[src/hdl/adsq_pkg.sv]
package adsq_pkg;

   // ****************************************************
   // register word indices (address bits 4..1)
   // ****************************************************
   localparam logic [3:0] REG_INT_STATUS = 4'hA;
   localparam logic [3:0] REG_TIMER      = 4'hB;
   localparam logic [3:0] REG_FIFO       = 4'hC;
   localparam logic [3:0] REG_LIMIT      = 4'hD;

   // ****************************************************
   // field positions
   // ****************************************************
   localparam int INS_PAUSE_BIT  = 0;
   localparam int INS_LOOP_BIT   = 1;
   localparam int INS_SYNC_BIT   = 8;
   localparam int INS_TIMER_BIT  = 9;
   localparam int INS_8BIT_BIT   = 10;
   localparam int INS_WATCH_BIT  = 11;
   localparam int INS_ACQ_LSB    = 12;
   localparam int STAT_FIFO_BIT  = 2;
   localparam int STAT_IP_LSB    = 8;
   localparam int STAT_CNT_LSB   = 11;
   localparam int LIM2_BASE      = 8;

   // ****************************************************
   // reset values and fixed patterns
   // ****************************************************
   localparam logic [15:0] TIMER_PRESET_RST = 16'h0000;
   localparam logic [3:0]  FILL_8BIT        = 4'hE;
   localparam logic [2:0]  IP_RST           = 3'h0;

   // ****************************************************
   // state lengths in core_clk cycles
   // ****************************************************
   localparam int CAL_SHORT_CYC  = 76;
   localparam int ACQ12_BASE     = 9;
   localparam int ACQ8_BASE      = 2;
   localparam int CMP1_CYC       = 5;
   localparam int LIM2_CYC       = 1;
   localparam int CONV12_CYC     = 44;
   localparam int CONV8_CYC      = 21;
   localparam int WATCH_CYC      = 5;
   localparam int TIMER_TAIL_CYC = 2;
   localparam logic [4:0] PRESC_LAST = 5'h1F;

   // gray along fetch-check-cal-timer-acq-cmp1-lim2-final
   typedef enum logic [2:0] {
      ST_FETCH = 3'h0,
      ST_CHECK = 3'h1,
      ST_CALIB = 3'h3,
      ST_TIMER = 3'h2,
      ST_ACQ   = 3'h6,
      ST_CMP1  = 3'h7,
      ST_LIM2  = 3'h5,
      ST_FINAL = 3'h4
   } adsq_state_t;

endpackage

[src/hdl/adsq_core.sv]
`timescale 1ns/1ns

// ****************************************************
// result queue: oldest entry leaves first
// ****************************************************
module adsq_fifo
   import adsq_pkg::*;
#(
   parameter int WIDTH = 16,
   parameter int DEPTH = 32,
   parameter int CW    = $clog2(DEPTH + 1)
)(
   // clock and reset
   input  wire logic             core_clk,
   input  wire logic             rst_n,
   input  wire logic             flush,
   // fill side
   input  wire logic             in_valid,
   output logic                  in_ready,
   input  wire logic [WIDTH-1:0] in_data,
   // drain side
   output logic                  out_valid,
   input  wire logic             out_ready,
   output logic      [WIDTH-1:0] out_data,
   output logic      [CW-1:0]    count
);
   localparam int AW = (DEPTH > 1) ? $clog2(DEPTH) : 1;

   typedef struct packed {
      logic [DEPTH-1:0][WIDTH-1:0] mem;
      logic [AW-1:0]               rd;
      logic [AW-1:0]               wr;
      logic [CW-1:0]               cnt;
   } adsq_fifo_t;

   adsq_fifo_t s;
   adsq_fifo_t next_s;
   logic       do_push;
   logic       do_pop;

   if (DEPTH < 2 || WIDTH < 1)
      $error("adsq_fifo: DEPTH must be at least 2");

   function automatic logic [AW-1:0] bump(input logic [AW-1:0] p);
      bump = (p == AW'(DEPTH - 1)) ? '0 : p + AW'(1);
   endfunction

   assign out_valid = (s.cnt != '0);
   // a pop in the same cycle frees the slot, so full can still accept
   assign in_ready  = (s.cnt != CW'(DEPTH)) || out_ready;
   assign out_data  = s.mem[s.rd];
   assign count     = s.cnt;
   assign do_push   = in_valid && in_ready;
   assign do_pop    = out_valid && out_ready;

   always_comb
   begin
      next_s = s;
      if (do_push)
      begin
         next_s.mem[s.wr] = in_data;
         next_s.wr        = bump(s.wr);
      end
      if (do_pop)
         next_s.rd = bump(s.rd);
      if (do_push && !do_pop)
         next_s.cnt = s.cnt + CW'(1);
      else if (do_pop && !do_push)
         next_s.cnt = s.cnt - CW'(1);
      if (flush)
      begin
         next_s.rd  = '0;
         next_s.wr  = '0;
         next_s.cnt = '0;
      end
   end

   always_ff @(posedge core_clk or negedge rst_n)
   begin
      if (!rst_n)
         s <= '0;
      else
         s <= next_s;
   end
endmodule

module adsq_core
   import adsq_pkg::*;
#(
   parameter int CAL_FULL_CYC = 4944,
   parameter int FIFO_DEPTH   = 32
)(
   // clock and reset
   input  wire logic        core_clk,
   input  wire logic        arst_n,
   // parallel host bus
   input  wire logic [4:0]  bus_addr,
   input  wire logic        bus_rd,
   input  wire logic        bus_wr,
   input  wire logic [15:0] bus_wdata,
   output logic      [15:0] bus_rdata,
   input  wire logic        bus_width_select,
   // host signalling
   output logic             transfer_request_out,
   output logic             int_n,
   // configuration and interrupt enable bits
   input  wire logic        cfg_start,
   input  wire logic        cfg_reset,
   input  wire logic        cfg_cal_short,
   input  wire logic        cfg_cal_full,
   input  wire logic        cfg_result_tag,
   input  wire logic        fifo_int_en,
   input  wire logic [4:0]  fifo_threshold,
   // instruction store
   output logic      [2:0]  instruction_pointer,
   input  wire logic [15:0] instr_word,
   // converter side
   input  wire logic        sync_in,
   input  wire logic [12:0] conv_data,
   input  wire logic        cmp1_cross,
   input  wire logic        cmp2_cross
);
   localparam int CW = $clog2(FIFO_DEPTH + 1);

   if (FIFO_DEPTH < 2 || FIFO_DEPTH > 32 || CAL_FULL_CYC < 1 ||
       CAL_FULL_CYC > 8191)
      $error("adsq_core: FIFO_DEPTH 2..32, CAL_FULL_CYC 1..8191");

   // ****************************************************
   // state
   // ****************************************************
   typedef struct packed {
      adsq_state_t st;
      logic [2:0]  ip;
      logic [15:0] ins;
      logic [12:0] dur;
      logic [4:0]  presc;
      logic [15:0] tcnt;
      logic [15:0] preset;
      logic [15:0] lim;
      logic        fifo_flag;
      logic        dma;
      logic        paused;
      logic        pause_ack;
      logic        sync_d;
      logic [CW-1:0] cnt_q;
      logic [15:0] rdata;
   } adsq_core_t;

   adsq_core_t s;
   adsq_core_t next_s;
   logic [1:0] rst_pipe;
   logic       rst_n;

   // ****************************************************
   // reset release
   // ****************************************************
   always_ff @(posedge core_clk or negedge arst_n)
   begin
      if (!arst_n)
         rst_pipe <= 2'h0;
      else
         rst_pipe <= {rst_pipe[0], 1'b1};
   end
   assign rst_n = rst_pipe[1];

   // ****************************************************
   // queue
   // ****************************************************
   logic          push;
   logic          in_ready;
   logic          out_valid;
   logic          host_pop;
   logic [15:0]   push_word;
   logic [15:0]   head_word;
   logic [CW-1:0] fifo_cnt;
   logic          drop_oldest;

   adsq_fifo #(
      .WIDTH (16),
      .DEPTH (FIFO_DEPTH)
   ) u_fifo (
      .core_clk  (core_clk),
      .rst_n     (rst_n),
      .flush     (cfg_reset),
      .in_valid  (push),
      .in_ready  (in_ready),
      .in_data   (push_word),
      .out_valid (out_valid),
      .out_ready (host_pop || drop_oldest),
      .out_data  (head_word),
      .count     (fifo_cnt)
   );

   // ****************************************************
   // helpers
   // ****************************************************
   function automatic logic [12:0] len(input int cyc);
      len = 13'(cyc - 1);
   endfunction

   // cycles minus one for the state being entered
   function automatic logic [12:0] dur_for(input adsq_state_t st,
                                           input logic [15:0] ins);
      logic [12:0] d2;
      d2 = {8'h00, ins[INS_ACQ_LSB +: 4], 1'b0};
      unique case (st)
         ST_CALIB: dur_for = cfg_cal_full ? len(CAL_FULL_CYC)
                                          : len(CAL_SHORT_CYC);
         ST_TIMER: dur_for = len(TIMER_TAIL_CYC);
         ST_ACQ:   dur_for = d2 + ((ins[INS_8BIT_BIT] ||
                                    ins[INS_WATCH_BIT]) ?
                                   len(ACQ8_BASE) : len(ACQ12_BASE));
         ST_CMP1:  dur_for = len(CMP1_CYC);
         ST_LIM2:  dur_for = len(LIM2_CYC);
         ST_FINAL: dur_for = ins[INS_WATCH_BIT] ? len(WATCH_CYC) :
                             ins[INS_8BIT_BIT]  ? len(CONV8_CYC) :
                                                  len(CONV12_CYC);
         ST_FETCH, ST_CHECK: dur_for = '0;
      endcase
   endfunction

   // bus decode; on the 8-bit bus the high byte completes a word
   logic [3:0] idx;
   logic       word_done;
   logic       sync_edge;
   logic       ins_watch;
   assign idx       = bus_addr[4:1];
   assign word_done = !bus_width_select || bus_addr[0];
   assign host_pop  = bus_rd && idx == REG_FIFO && word_done
                      && out_valid;
   assign sync_edge = sync_in && !s.sync_d;
   assign ins_watch = s.ins[INS_WATCH_BIT];

   // result word assembly
   always_comb
   begin
      push_word[12:4] = conv_data[12:4];
      push_word[3:0]  = s.ins[INS_8BIT_BIT] ? FILL_8BIT
                                            : conv_data[3:0];
      push_word[15:13] = cfg_result_tag ? s.ip
                                        : {3{conv_data[12]}};
   end

   assign push = s.st == ST_FINAL && s.dur == '0 && !ins_watch;
   // full queue: the head leaves as the new word enters
   assign drop_oldest = push && fifo_cnt == CW'(FIFO_DEPTH);

   // ****************************************************
   // sequencer, flags and registers
   // ****************************************************
   logic [15:0] status_word;
   logic [15:0] rd_word;
   logic        fifo_event;
   logic        ends;

   always_comb
   begin
      status_word = '0;
      status_word[STAT_FIFO_BIT] = s.fifo_flag;
      status_word[STAT_IP_LSB +: 3] = s.ip;
      status_word[STAT_CNT_LSB +: 5] = 5'(fifo_cnt);
      unique case (idx)
         REG_INT_STATUS: rd_word = status_word;
         REG_TIMER:      rd_word = s.preset;
         REG_FIFO:       rd_word = out_valid ? head_word : '0;
         REG_LIMIT:      rd_word = s.lim;
         default:        rd_word = '0;
      endcase
   end

   // threshold met on the cycle the count changes onto it
   assign fifo_event = fifo_cnt != s.cnt_q && fifo_threshold != 5'h00 &&
                       fifo_cnt == CW'(fifo_threshold);
   assign ends = s.dur == '0;

   always_comb
   begin
      next_s        = s;
      next_s.sync_d = sync_in;
      next_s.cnt_q  = fifo_cnt;

      // ---------- register access ----------
      if (bus_rd)
      begin
         next_s.rdata = bus_width_select ?
                        {8'h00, bus_addr[0] ? rd_word[15:8] : rd_word[7:0]}
                        : rd_word;
         if (idx == REG_INT_STATUS && word_done)
            next_s.fifo_flag = 1'b0;
         if (idx == REG_LIMIT && word_done)
            next_s.lim = '0;
      end
      if (bus_wr && idx == REG_TIMER)
      begin
         if (!bus_width_select)
            next_s.preset = bus_wdata;
         else if (bus_addr[0])
            next_s.preset[15:8] = bus_wdata[7:0];
         else
            next_s.preset[7:0] = bus_wdata[7:0];
      end

      // ---------- queue flag and transfer request ----------
      if (fifo_event && !s.fifo_flag)
      begin
         next_s.fifo_flag = 1'b1;
         next_s.dma = fifo_int_en;
      end
      else if (fifo_cnt == '0)
         next_s.dma = 1'b0;

      // ---------- sequencer ----------
      if (s.dur != '0)
         next_s.dur = s.dur - 13'h0001;
      unique case (s.st)
         ST_FETCH:
         begin
            next_s.ins = instr_word;
            next_s.st  = ST_CHECK;
         end
         ST_CHECK:
         begin
            if (!cfg_start)
            begin
               next_s.paused = 1'b0;
               next_s.pause_ack = s.paused;
            end
            else if (!s.paused && s.ins[INS_PAUSE_BIT] && !s.pause_ack)
               next_s.paused = 1'b1;
            else if (!s.paused)
            begin
               next_s.pause_ack = 1'b0;
               next_s.presc = '0;
               next_s.tcnt  = s.preset;
               next_s.st = (cfg_cal_short || cfg_cal_full) ? ST_CALIB :
                           s.ins[INS_TIMER_BIT] ? ST_TIMER : ST_ACQ;
               next_s.dur = dur_for(next_s.st, s.ins);
            end
         end
         ST_CALIB:
            if (ends)
            begin
               next_s.st = s.ins[INS_TIMER_BIT] ? ST_TIMER : ST_ACQ;
               next_s.dur = dur_for(next_s.st, s.ins);
            end
         ST_TIMER:
            if (s.tcnt != '0)
            begin
               // tail held until the prescaled count runs out
               next_s.dur   = s.dur;
               next_s.presc = s.presc + 5'h01;
               if (s.presc == PRESC_LAST)
                  next_s.tcnt = s.tcnt - 16'h0001;
            end
            else if (ends)
            begin
               next_s.st  = ST_ACQ;
               next_s.dur = dur_for(ST_ACQ, s.ins);
            end
         ST_ACQ:
            if (ends && (!s.ins[INS_SYNC_BIT] || sync_edge))
            begin
               next_s.st  = ins_watch ? ST_CMP1 : ST_FINAL;
               next_s.dur = dur_for(next_s.st, s.ins);
            end
         ST_CMP1:
            if (ends)
            begin
               if (cmp1_cross)
                  next_s.lim[s.ip] = 1'b1;
               next_s.st  = ST_LIM2;
               next_s.dur = dur_for(ST_LIM2, s.ins);
            end
         ST_LIM2:
            if (ends && (!s.ins[INS_SYNC_BIT] || sync_edge))
            begin
               next_s.st  = ST_FINAL;
               next_s.dur = dur_for(ST_FINAL, s.ins);
            end
         ST_FINAL:
            // start is not looked at here, so a stop still stores
            if (ends && (ins_watch || in_ready))
            begin
               if (ins_watch && cmp2_cross)
                  next_s.lim[LIM2_BASE + 32'(s.ip)] = 1'b1;
               next_s.ip = s.ins[INS_LOOP_BIT] ? IP_RST
                                               : s.ip + 3'h1;
               next_s.st = ST_FETCH;
            end
      endcase

      // reset bit: rest with pointer and flags cleared
      if (cfg_reset)
      begin
         next_s.st        = ST_FETCH;
         next_s.ip        = IP_RST;
         next_s.dur       = '0;
         next_s.fifo_flag = 1'b0;
         next_s.lim       = '0;
         next_s.dma       = 1'b0;
         next_s.paused    = 1'b0;
         next_s.pause_ack = 1'b0;
      end
   end

   always_ff @(posedge core_clk or negedge rst_n)
   begin
      if (!rst_n)
      begin
         s        <= '0;
         s.st     <= ST_FETCH;
         s.ip     <= IP_RST;
         s.preset <= TIMER_PRESET_RST;
      end
      else
         s <= next_s;
   end

   // ****************************************************
   // outputs
   // ****************************************************
   assign bus_rdata            = s.rdata;
   assign transfer_request_out = s.dma;
   assign int_n                = !(s.fifo_flag && fifo_int_en);
   assign instruction_pointer  = s.ip;
endmodule

[config.mk]
export PLATFORM = sky130hd
export DESIGN_NAME = adsq_core
export DESIGN_NICKNAME = d
export VERILOG_FILES = /design/src/hdl/adsq_pkg.sv /design/src/hdl/adsq_core.sv
export SDC_FILE = /design/constraint.sdc
export NUM_CORES = 1
export LEC_CHECK = 0
export ABC_AREA = 1
export BUFFER_PORTS_ARGS = -buffer_cell sky130_fd_sc_hd__clkbuf_2
export CORE_UTILIZATION = 48
export CTS_CLUSTER_DIAMETER = 40
export DETAILED_ROUTE_END_ITERATION = 10
export PLACE_DENSITY = 0.63
export RECOVER_POWER = 25
export SETUP_SLACK_MARGIN = 0.2
export SLEW_MARGIN = 20
export SYNTH_ARGS = -nofsm -noshare
export SYNTH_HDL_FRONTEND = slang
export SYNTH_HIERARCHICAL = 1
export SYNTH_SLANG_ARGS = --single-unit
[constraint.sdc]
create_clock -name core_clk -period 30.2 [get_ports core_clk]
set_input_delay 1.51 -clock core_clk [delete_from_list [all_inputs] [get_ports core_clk]]
set_output_delay 1.51 -clock core_clk [all_outputs]
set_load 0.01 [all_outputs]
==> results of run 1 <==
==> per-stage QoR <==
stage                     hold WS, ns  instances  utilization [%]  worst slack (ns)  area, um2
after CTS                       0.357       4771             53.8             25.57      35400
after detailed placement        0.345       4576             48.2             25.36      31700
after floorplan                 0.331       3891                -             11.07      31900
final                           0.354       4771             53.8             19.16      35400
after global placement          0.336       4576             48.2             25.41      31700
after global routing            0.361       4771             53.8             16.68      35400
==> cell usage after synthesis (7+ instances only) <==
cell / count / share of area, %
buf_4: 44 / 1.0
o211ai_1: 12 / 0.28
nand3_1: 116 / 1.8
buf_1: 11 / 0.13
dfrtp_1: 639 / 50
buf_2: 57 / 0.90
clkbuf_1: 101 / 1.2
nor3_1: 16 / 0.25
inv_2: 13 / 0.15
nand4_1: 12 / 0.24
nand2_2: 7 / 0.14
o21ai_2: 44 / 1.2
o21ai_0: 436 / 6.8
a21boi_0: 64 / 1.5
inv_1: 147 / 1.7
nand2_1: 1088 / 13
ha_1: 20 / 0.79
o21ai_1: 319 / 5.0
nor2_1: 337 / 4.0
o22ai_1: 86 / 1.7
a21oi_1: 130 / 2.0
buf_6: 78 / 2.8
nand2_4: 26 / 0.92
xor2_1: 15 / 0.41
nor2_2: 8 / 0.16
==> kinds of logic after synthesis <==
logic type,after synthesis
compound gates,1119
mux,7
buf+inv,460
xor+xnor,19
other cells,1
fa+ha+maj,21
flops,639
simple gates,1625
==> cell type report <==
type / instances / area share, %
multi-input cells: 2792 / 37.6
clock buffers: 131 / 8.13
repair buffers: 119 / 1.91
flip-flops and latches: 639 / 45.2
inverters: 162 / 1.74
clock inverters: 64 / 2.32
well taps: 864 / 3.06
==> registers in the layout, summed over array words and instances, names as in the netlist <==
register              flops
bus_rdata                16
ins_watch                 1
instruction_pointer       3
rst_pipe                  2
s                        88
transfer_request_out      1
u_fifo/count              6
u_fifo/s                522
==> layer usage <==
metal  GRT usage (%)  wire length, um  share of wire, %  vias to the layer above
met2            38.9            39000                43                      840
met4            10.8             3130               3.4                        0
met5               0                0                 0                        -
li1                -                -                 -                    12713
met1            41.5            42700                47                    12988
met3            4.44             6930               7.6                      154
==> report_power, final <==
group | switching, uW | leakage, uW | internal, uW
registers | 44.8 | 0.00881 | 904
logic | 307 | 0.00587 | 132
clock network | 444 | 0.00181 | 799
==> how the worst max path moves through the flow <==
stage	endpoint	cells past startpoint
2_1_floorplan	bus_rdata[0]	0
3_3_place_gp	u_fifo/s[55]	12
3_5_place_dp	u_fifo/s[19]	12
4_1_cts	u_fifo/s[19]	14
5_1_grt	u_fifo/s[11]	1
6_report	u_fifo/s[11]	1
==> metrics.md, run 1 <==
| Metric | Value |
|---|---|
| Worst Skew | 0.0314 ns |
| DR vias | 26695 |
| Share of cells above drive strength 1 | 10.8% |
| Number of global-route vias before repair | 24553 |
| Reg2reg start | rst_pipe[1] |
| CP delay by family, top | buffers and inverters |
| Max IR drop VDD | 0.0647 mV |
| Mux contribution to synthesized area | 0.243% |
| CTS H-tree lvls | 3 |
| Largest net degree at the start of global routing | 160 |
| Critical Path End Type | asynchronous set/reset pin |
| DR DRC count | 0 |
| Die Area | 67400 um2 |
| CTS tree | yes |
| Post-Syn Instances | 3891 |
| Final-report hold violation count | 0 |
| Initial Util | 48.5% |
| Fill cells | 6166 |
| Hold-fix buffers, CTS | 0 |
| Clk Latency, worst-skew pair | 0.66 ns |
| Min-delay src | rst_pipe[0] |
| Vias/cell | 5.60 |
| Root Buffer Master | clkbuf_16 |
| TNS Setup | 0 ns |
| Gpl congestion | 0.990 |
| Synth Flop Type | dfrtp_1 |
| RSZ-0062 raised after global routing | no |
| Overall power | 2630 uW |
| Remaining antenna violation count | 0 |
| Most frequent cells in the layout | 1086 x nand2_1, 637 x dfrtp_1, 436 x o21ai_0 |
| Multi-input logic area | 13300 um2 |
| GRT Util Overall | 27.4% |
| Simple-Gate Fraction of Synth Area | 20.7% |
| Total core area | 65700 um2 |
| Main combinational cell family by area after synthesis | simple AND/OR/NAND/NOR gates |
| Worst Max-Slew Pin Slew | 8.56 ns |
| Period utilisation layout | 36.6% |
| CP max FO | 159 |
| Clock tree buffer depth | 3 |
| Mapped cell area | 31900 um2 |
| Critical path type | register to asynchronous set/reset pin |
| WP data required | 27.55 ns |
| Post-CTS setup buffer count | 0 |
| Reg area | 16000 um2 |
| TritonCTS buffer count | 103 |
| Asr flop ratio synth | 100% |
| Post-synth net total | 3981 |
| Max Freq | 0.0905 GHz |
| WL final | 91700 um |
| First-pass GRT wire length | 144000 um |
| Synth Area in Compound Gates | 19.3% |
| Slowest stage delay, CP | 6.02 ns |
| Seq cells post-synth | 639 |
| Register area share after synthesis | 50.2% |
| Min-Delay Path Class | register to register |
| Crit path cell chain | clkbuf_1 |
| Status | finished, violations left |
| Syn Area/Cell | 8.19 um2 |
| Initial DRT Pass Iterations | 6 |
| Post-Synth XOR/XNOR Area | 0.522% |
| Ant. Diodes | 0 |
| Initial antenna violation count | 0 |
| Pwr Density | 74.4 nW/um2 |
| Startpoint Class | register |
| Leak | 0.0165 uW |
| Max Cap Viol | 6 |
| Drt first-iter violations | 2850 |
| Number of synthesized flops with an enable pin | 0 |
| Tmin final | 11.04 ns |
| Row cnt | 94 |
| Max_slew headroom | -471% |
| Area grow syn2layout | 10.9% |
| CP bufs+invs | 1 |
| FF-to-FF End | u_fifo/s[11] |
| Die H | 260 um |
| Buffers on Ports | 83 |
| Most common cell after layout, fill and taps aside | nand2_1 |
| Routed len/inst | 19.2 um |
| R2R cell count | 1 |
| Cell count of the worst hold path | 0 |
| Min-Delay Endpoint | rst_pipe[1] |
| Critical path data arrival time | 8.40 ns |
| Post-cts sizing count | 0 |
| Yosys warns | 6 |
| Crit path max-delay cell type | clkbuf_1 |
| R2r setup slk | 19.16 ns |
| Congestion Overflow GR | 0 |
| Synth cell types | 54 |
| Clk sinks | 639 |
| Reg clk slew, reported paths | 0.05 ns |
| Io pins | 90 |
| Failing checks | capacitance limit, slew limit |
| Post-DP HPWL | 54500 um |
| Post-Synth Adder-Cell Area | 0.848% |
| Crit path from | rst_pipe[1] |
| Layout Nets | 3907 |
| Die width | 260 um |
| Final slew viol count | 453 |
| Setup violators final | 0 |
Power figures use the tool's default switching activity.
==> inputs of run 2 (changes only) <==
--- a/config.mk
+++ b/config.mk
@@ -5,12 +5,12 @@
 export SDC_FILE = /design/constraint.sdc
 export NUM_CORES = 1
 export LEC_CHECK = 0
-export ABC_AREA = 1
+export ABC_AREA = 0
 export BUFFER_PORTS_ARGS = -buffer_cell sky130_fd_sc_hd__clkbuf_2
 export CORE_UTILIZATION = 48
 export CTS_CLUSTER_DIAMETER = 40
 export DETAILED_ROUTE_END_ITERATION = 10
-export PLACE_DENSITY = 0.63
+export PLACE_DENSITY = 0.65
 export RECOVER_POWER = 25
 export SETUP_SLACK_MARGIN = 0.2
 export SLEW_MARGIN = 20
==> constraint.sdc (replaced) <==
create_clock -name core_clk -period 9.5 [get_ports core_clk]
set_input_delay 0.475 -clock core_clk [delete_from_list [all_inputs] [get_ports core_clk]]
set_output_delay 0.475 -clock core_clk [all_outputs]
set_load 0.01 [all_outputs]
==> run 2 against run 1 <==
  * The flow still finishes with violations (capacitance limit, slew limit)
  * Non-clock buffer count down 16
  * Critical path depth up 18
  * Count of clock-buffer cells in the layout down 12
  * Clock power rose to 3.1 times the previous value
  * Core utilization up 0.57 points
  * Via count down 29%
  * Final cell count down 33%
  * Clock skew up 0.013 ns
  * Total power rose to 3.1 times the previous value
  * Worst hold slack worse by 0.33 ns
  * Maximum frequency up 130%
  * Die area up 3.0%
  * Largest power group unchanged
==> metrics.md, run 2 <==
| Metric | Value |
|---|---|
| Status | finished, violations left |
| Failing checks | capacitance limit, slew limit |
| Drt first-iter violations | 1339 (-53%) |
| Number of global-route vias before repair | 20216 (-18%) |
| Total core area | 67400 um2 (+2.5%) |
| Share of cells above drive strength 1 | 45.7% (+35 points) |
| Worst hold slack | 0.0262 ns (-0.328 ns) |
| WL final | 77400 um (-16%) |
| First-pass GRT wire length | 122000 um (-15%) |
| Clock tree buffer depth | 3 (unchanged) |
| Multi-input logic area | 15100 um2 (+14%) |
| Area leader, netlist | dfrtp_1 |
| DR vias | 19071 (-29%) |
| Leak | 0.0182 uW (+10%) |
| Initial DRT Pass Iterations | 5 (-1) |
| Clk sinks | 639 (unchanged) |
| Reg clk slew, reported paths | 0.06 ns (about the same) |
| Max_slew headroom | -139% (+330 points) |
| TNS Setup | 0 ns (unchanged) |
| Crit path max-delay cell type | nor2_1 |
| Asr flop ratio synth | 100% (unchanged) |
| CP max FO | 16 (-90%) |
| TritonCTS buffer count | 101 (-1.9%) |
| Yosys warns | 6 (unchanged) |
| Worst Skew | 0.0440 ns (+0.0126 ns) |
| Ant. Diodes | 0 (unchanged) |
| CP delay by family, top | simple AND/OR/NAND/NOR gates |
| Critical Path End Type | register |
| Seq cells post-synth | 639 (unchanged) |
| CTS H-tree lvls | 3 (unchanged) |
| Post-DP HPWL | 46200 um (-15%) |
| Overall power | 8230 uW (+210%) |
| Io pins | 90 (unchanged) |
| Startpoint Class | register |
| Die Area | 69500 um2 (+3.0%) |
| Reg area | 16000 um2 (about the same) |
| CP bufs+invs | 2 (+1) |
| Post-synth top area share | 48.7% (-1.5 points) |
| Period utilisation layout | 50.7% (+14 points) |
| M1 GR Usage | 32.0% (-9.4 points) |
| Critical path data arrival time | 5.32 ns (-3.08 ns) |
| Number of synthesized flops with an enable pin | 0 (unchanged) |
| Met2 GRT Util | 35.8% (-3.1 points) |
| Max reg flops | 522 (unchanged) |
| Initial antenna violation count | 2 (+2) |
| Register area share after synthesis | 48.7% (-1.5 points) |
| Setup violators final | 0 (unchanged) |
| Top cells by area, synth | dfrtp_1 49%, mux2_4 15%, mux4_2 11% |
| Post-synth net total | 2308 (-42%) |
| Clk Latency, worst-skew pair | 0.67 ns (about the same) |
| Buffers on Ports | 83 (unchanged) |
| Worst Max-Slew Pin Slew | 3.58 ns (-4.98 ns) |
| Post-Syn Instances | 2218 (-43%) |
| Congestion Overflow GR | 0 (unchanged) |
| Grt met3 use | 3.84% (-0.60 points) |
| Gpl congestion | 0.899 (-9.2%) |
| Syn Area/Cell | 14.8 um2 (+81%) |
| Initial Util | 48.7% (+0.25 points) |
| Final-report hold violation count | 0 (unchanged) |
| Root Buffer Master | clkbuf_16 |
| Max Cap Viol | 1 (-5) |
| Post-layout util | 54.3% (+0.57 points) |
| Tmin final | 4.81 ns (-6.23 ns) |
| Gr busiest metal | met2 |
| Die width | 264 um (+1.5%) |
| Most frequent cells in the layout | 634 x dfrtp_1, 320 x mux2_4, 225 x mux2_2 |
| Fill cells | 5365 (-13%) |
| DR DRC count | 0 (unchanged) |
| GRT Util Overall | 22.7% (-4.7 points) |
| Count leader, synth | dfrtp_1 |
| Critical path type | register to register |
| Most common cell after layout, fill and taps aside | dfrtp_1 |
| Layout Nets | 2325 (-40%) |
| Max Freq | 0.208 GHz (+130%) |
| Slowest stage delay, CP | 0.77 ns (-5.25 ns) |
| Commonest cells post-synth | 639 x dfrtp_1, 320 x mux2_4, 225 x mux2_2 |
| Top reg by flops | u_fifo/s |
| RSZ-0062 raised after global routing | no |
| Post-CTS setup buffer count | 0 (unchanged) |
| WP data required | 10.01 ns (-17.54 ns) |
| Area grow syn2layout | 11.5% |
| Row cnt | 95 (+1.1%) |
| Crit path cell chain | inv_1, ha_1, or4b_2, nor4_4, buf_4, nand3_1, nor2_1, nand4_1, nand2_1, o21bai_1, nand2_1, nand2_1, ha_1, a21oi_1, nand2_1, a31oi_1, xnor2_1, a22oi_1, o41ai_1 |
| Routed len/inst | 24.2 um (+26%) |
| Min-Delay Path Class | input pin to register |
| Mapped cell area | 32800 um2 (+3.0%) |
| Dominant cell type by count on the critical path | nand2_1 |
| Max IR drop VDD | 0.147 mV (+130%) |
| CTS tree | yes |
| Synth Flop Type | dfrtp_1 |
| Remaining antenna violation count | 0 (unchanged) |
| Vias/cell | 5.97 (+6.6%) |
| Pwr Density | 225 nW/um2 (+200%) |
| Largest net degree at the start of global routing | 203 (+27%) |
| Synth cell types | 80 (+48%) |
| Die H | 264 um (+1.5%) |
| Final slew viol count | 63 (-86%) |
-- run 2: cell types whose count changed in the layout (fill, tap and decap cells not counted), moves of 63 or more --
cell / before / now
o21ai_1: 319 / 0
nand2_1: 1086 / 91
nor2_1: 337 / 78
a21boi_0: 64 / 1
inv_1: 146 / 30
mux2_2: 6 / 225
mux4_2: 0 / 160
mux2_4: 0 / 320
o21ai_0: 436 / 57
o22ai_1: 86 / 3
nand3_1: 116 / 27
-- run 2: through the flow --
| stage | setup WS, ns | area, um2 | cells |
|---|---|---|---|
| after CTS | 4.52 | 36500 | 3194 |
| after global routing | 4.17 | 36600 | 3196 |
| after detailed placement | 4.58 | 32900 | 3001 |
| final | 4.69 | 36600 | 3196 |
| after global placement | 4.68 | 32900 | 3001 |
| after floorplan | 3.31 | 32800 | 2218 |
-- run 2: final timing paths --
check,startpoint,end,slack [ns],cells after the start
worst min-delay path,instr_word[9],s[102],0.03,3
min in group asynchronous,arst_n,rst_pipe[1],0.14,2
worst min register to register,rst_pipe[0],rst_pipe[1],0.34,0
max in group asynchronous,rst_pipe[1],u_fifo/s[316],5.01,3
worst max register to register,s[80],u_fifo/count[5],4.69,19
worst max-delay path,s[80],u_fifo/count[5],4.69,19
-- run 2: metal layers --
| layer | wire, um | up-vias |
|---|---|---|
| met2 | 36600 | 506 |
| met3 | 3830 | 143 |
| li1 | - | 8254 |
| met5 | 23 | - |
| met1 | 34800 | 10164 |
| met4 | 2100 | 4 |
-- run 2: area by class of cell --
type                       instances  area share (%)
sequential                       639            43.7
multi-input combinational       1360            41.3
clock buffer                     119            7.33
tap                              873            2.98
clock inverter                    72            2.64
timing repair buffer             103            1.70
inverter                          30           0.308
-- run 2: kinds of logic (layout without fill, tap and decap cells) --
family                   after synthesis  in the layout  synth area share, %
AND/OR/NAND/NOR                      345            345                 5.92
adder cells (fa/ha/maj)               21             21                0.823
buffers and inverters                219            324                 5.36
AO/OA/AOI/OAI                        257            257                 5.01
other                                  1              1               0.0114
flip-flops                           639            639                 48.7
XOR/XNOR                              20             20                0.533
multiplexers                         716            716                 33.7
-- run 2: tightest hold or removal path, cell delays in order --
cell	delay (ns)
clkbuf_2	0.08
nand2_1	0.04
o21ai_0	0.06
-- run 2: repair_timing --
action	CTS	global route
resized for setup	0	0
hold buffers	2	0
endpoints found under the setup margin	0	0
endpoints found under the hold margin	3	0
-- run 2: power breakdown --
group	internal, uW	switching (uW)	leakage, uW	total (uW)
Combinational	507	746	0.00763	1250
Sequential	2870	205	0.00882	3080
Clock	2450	1450	0.00175	3900
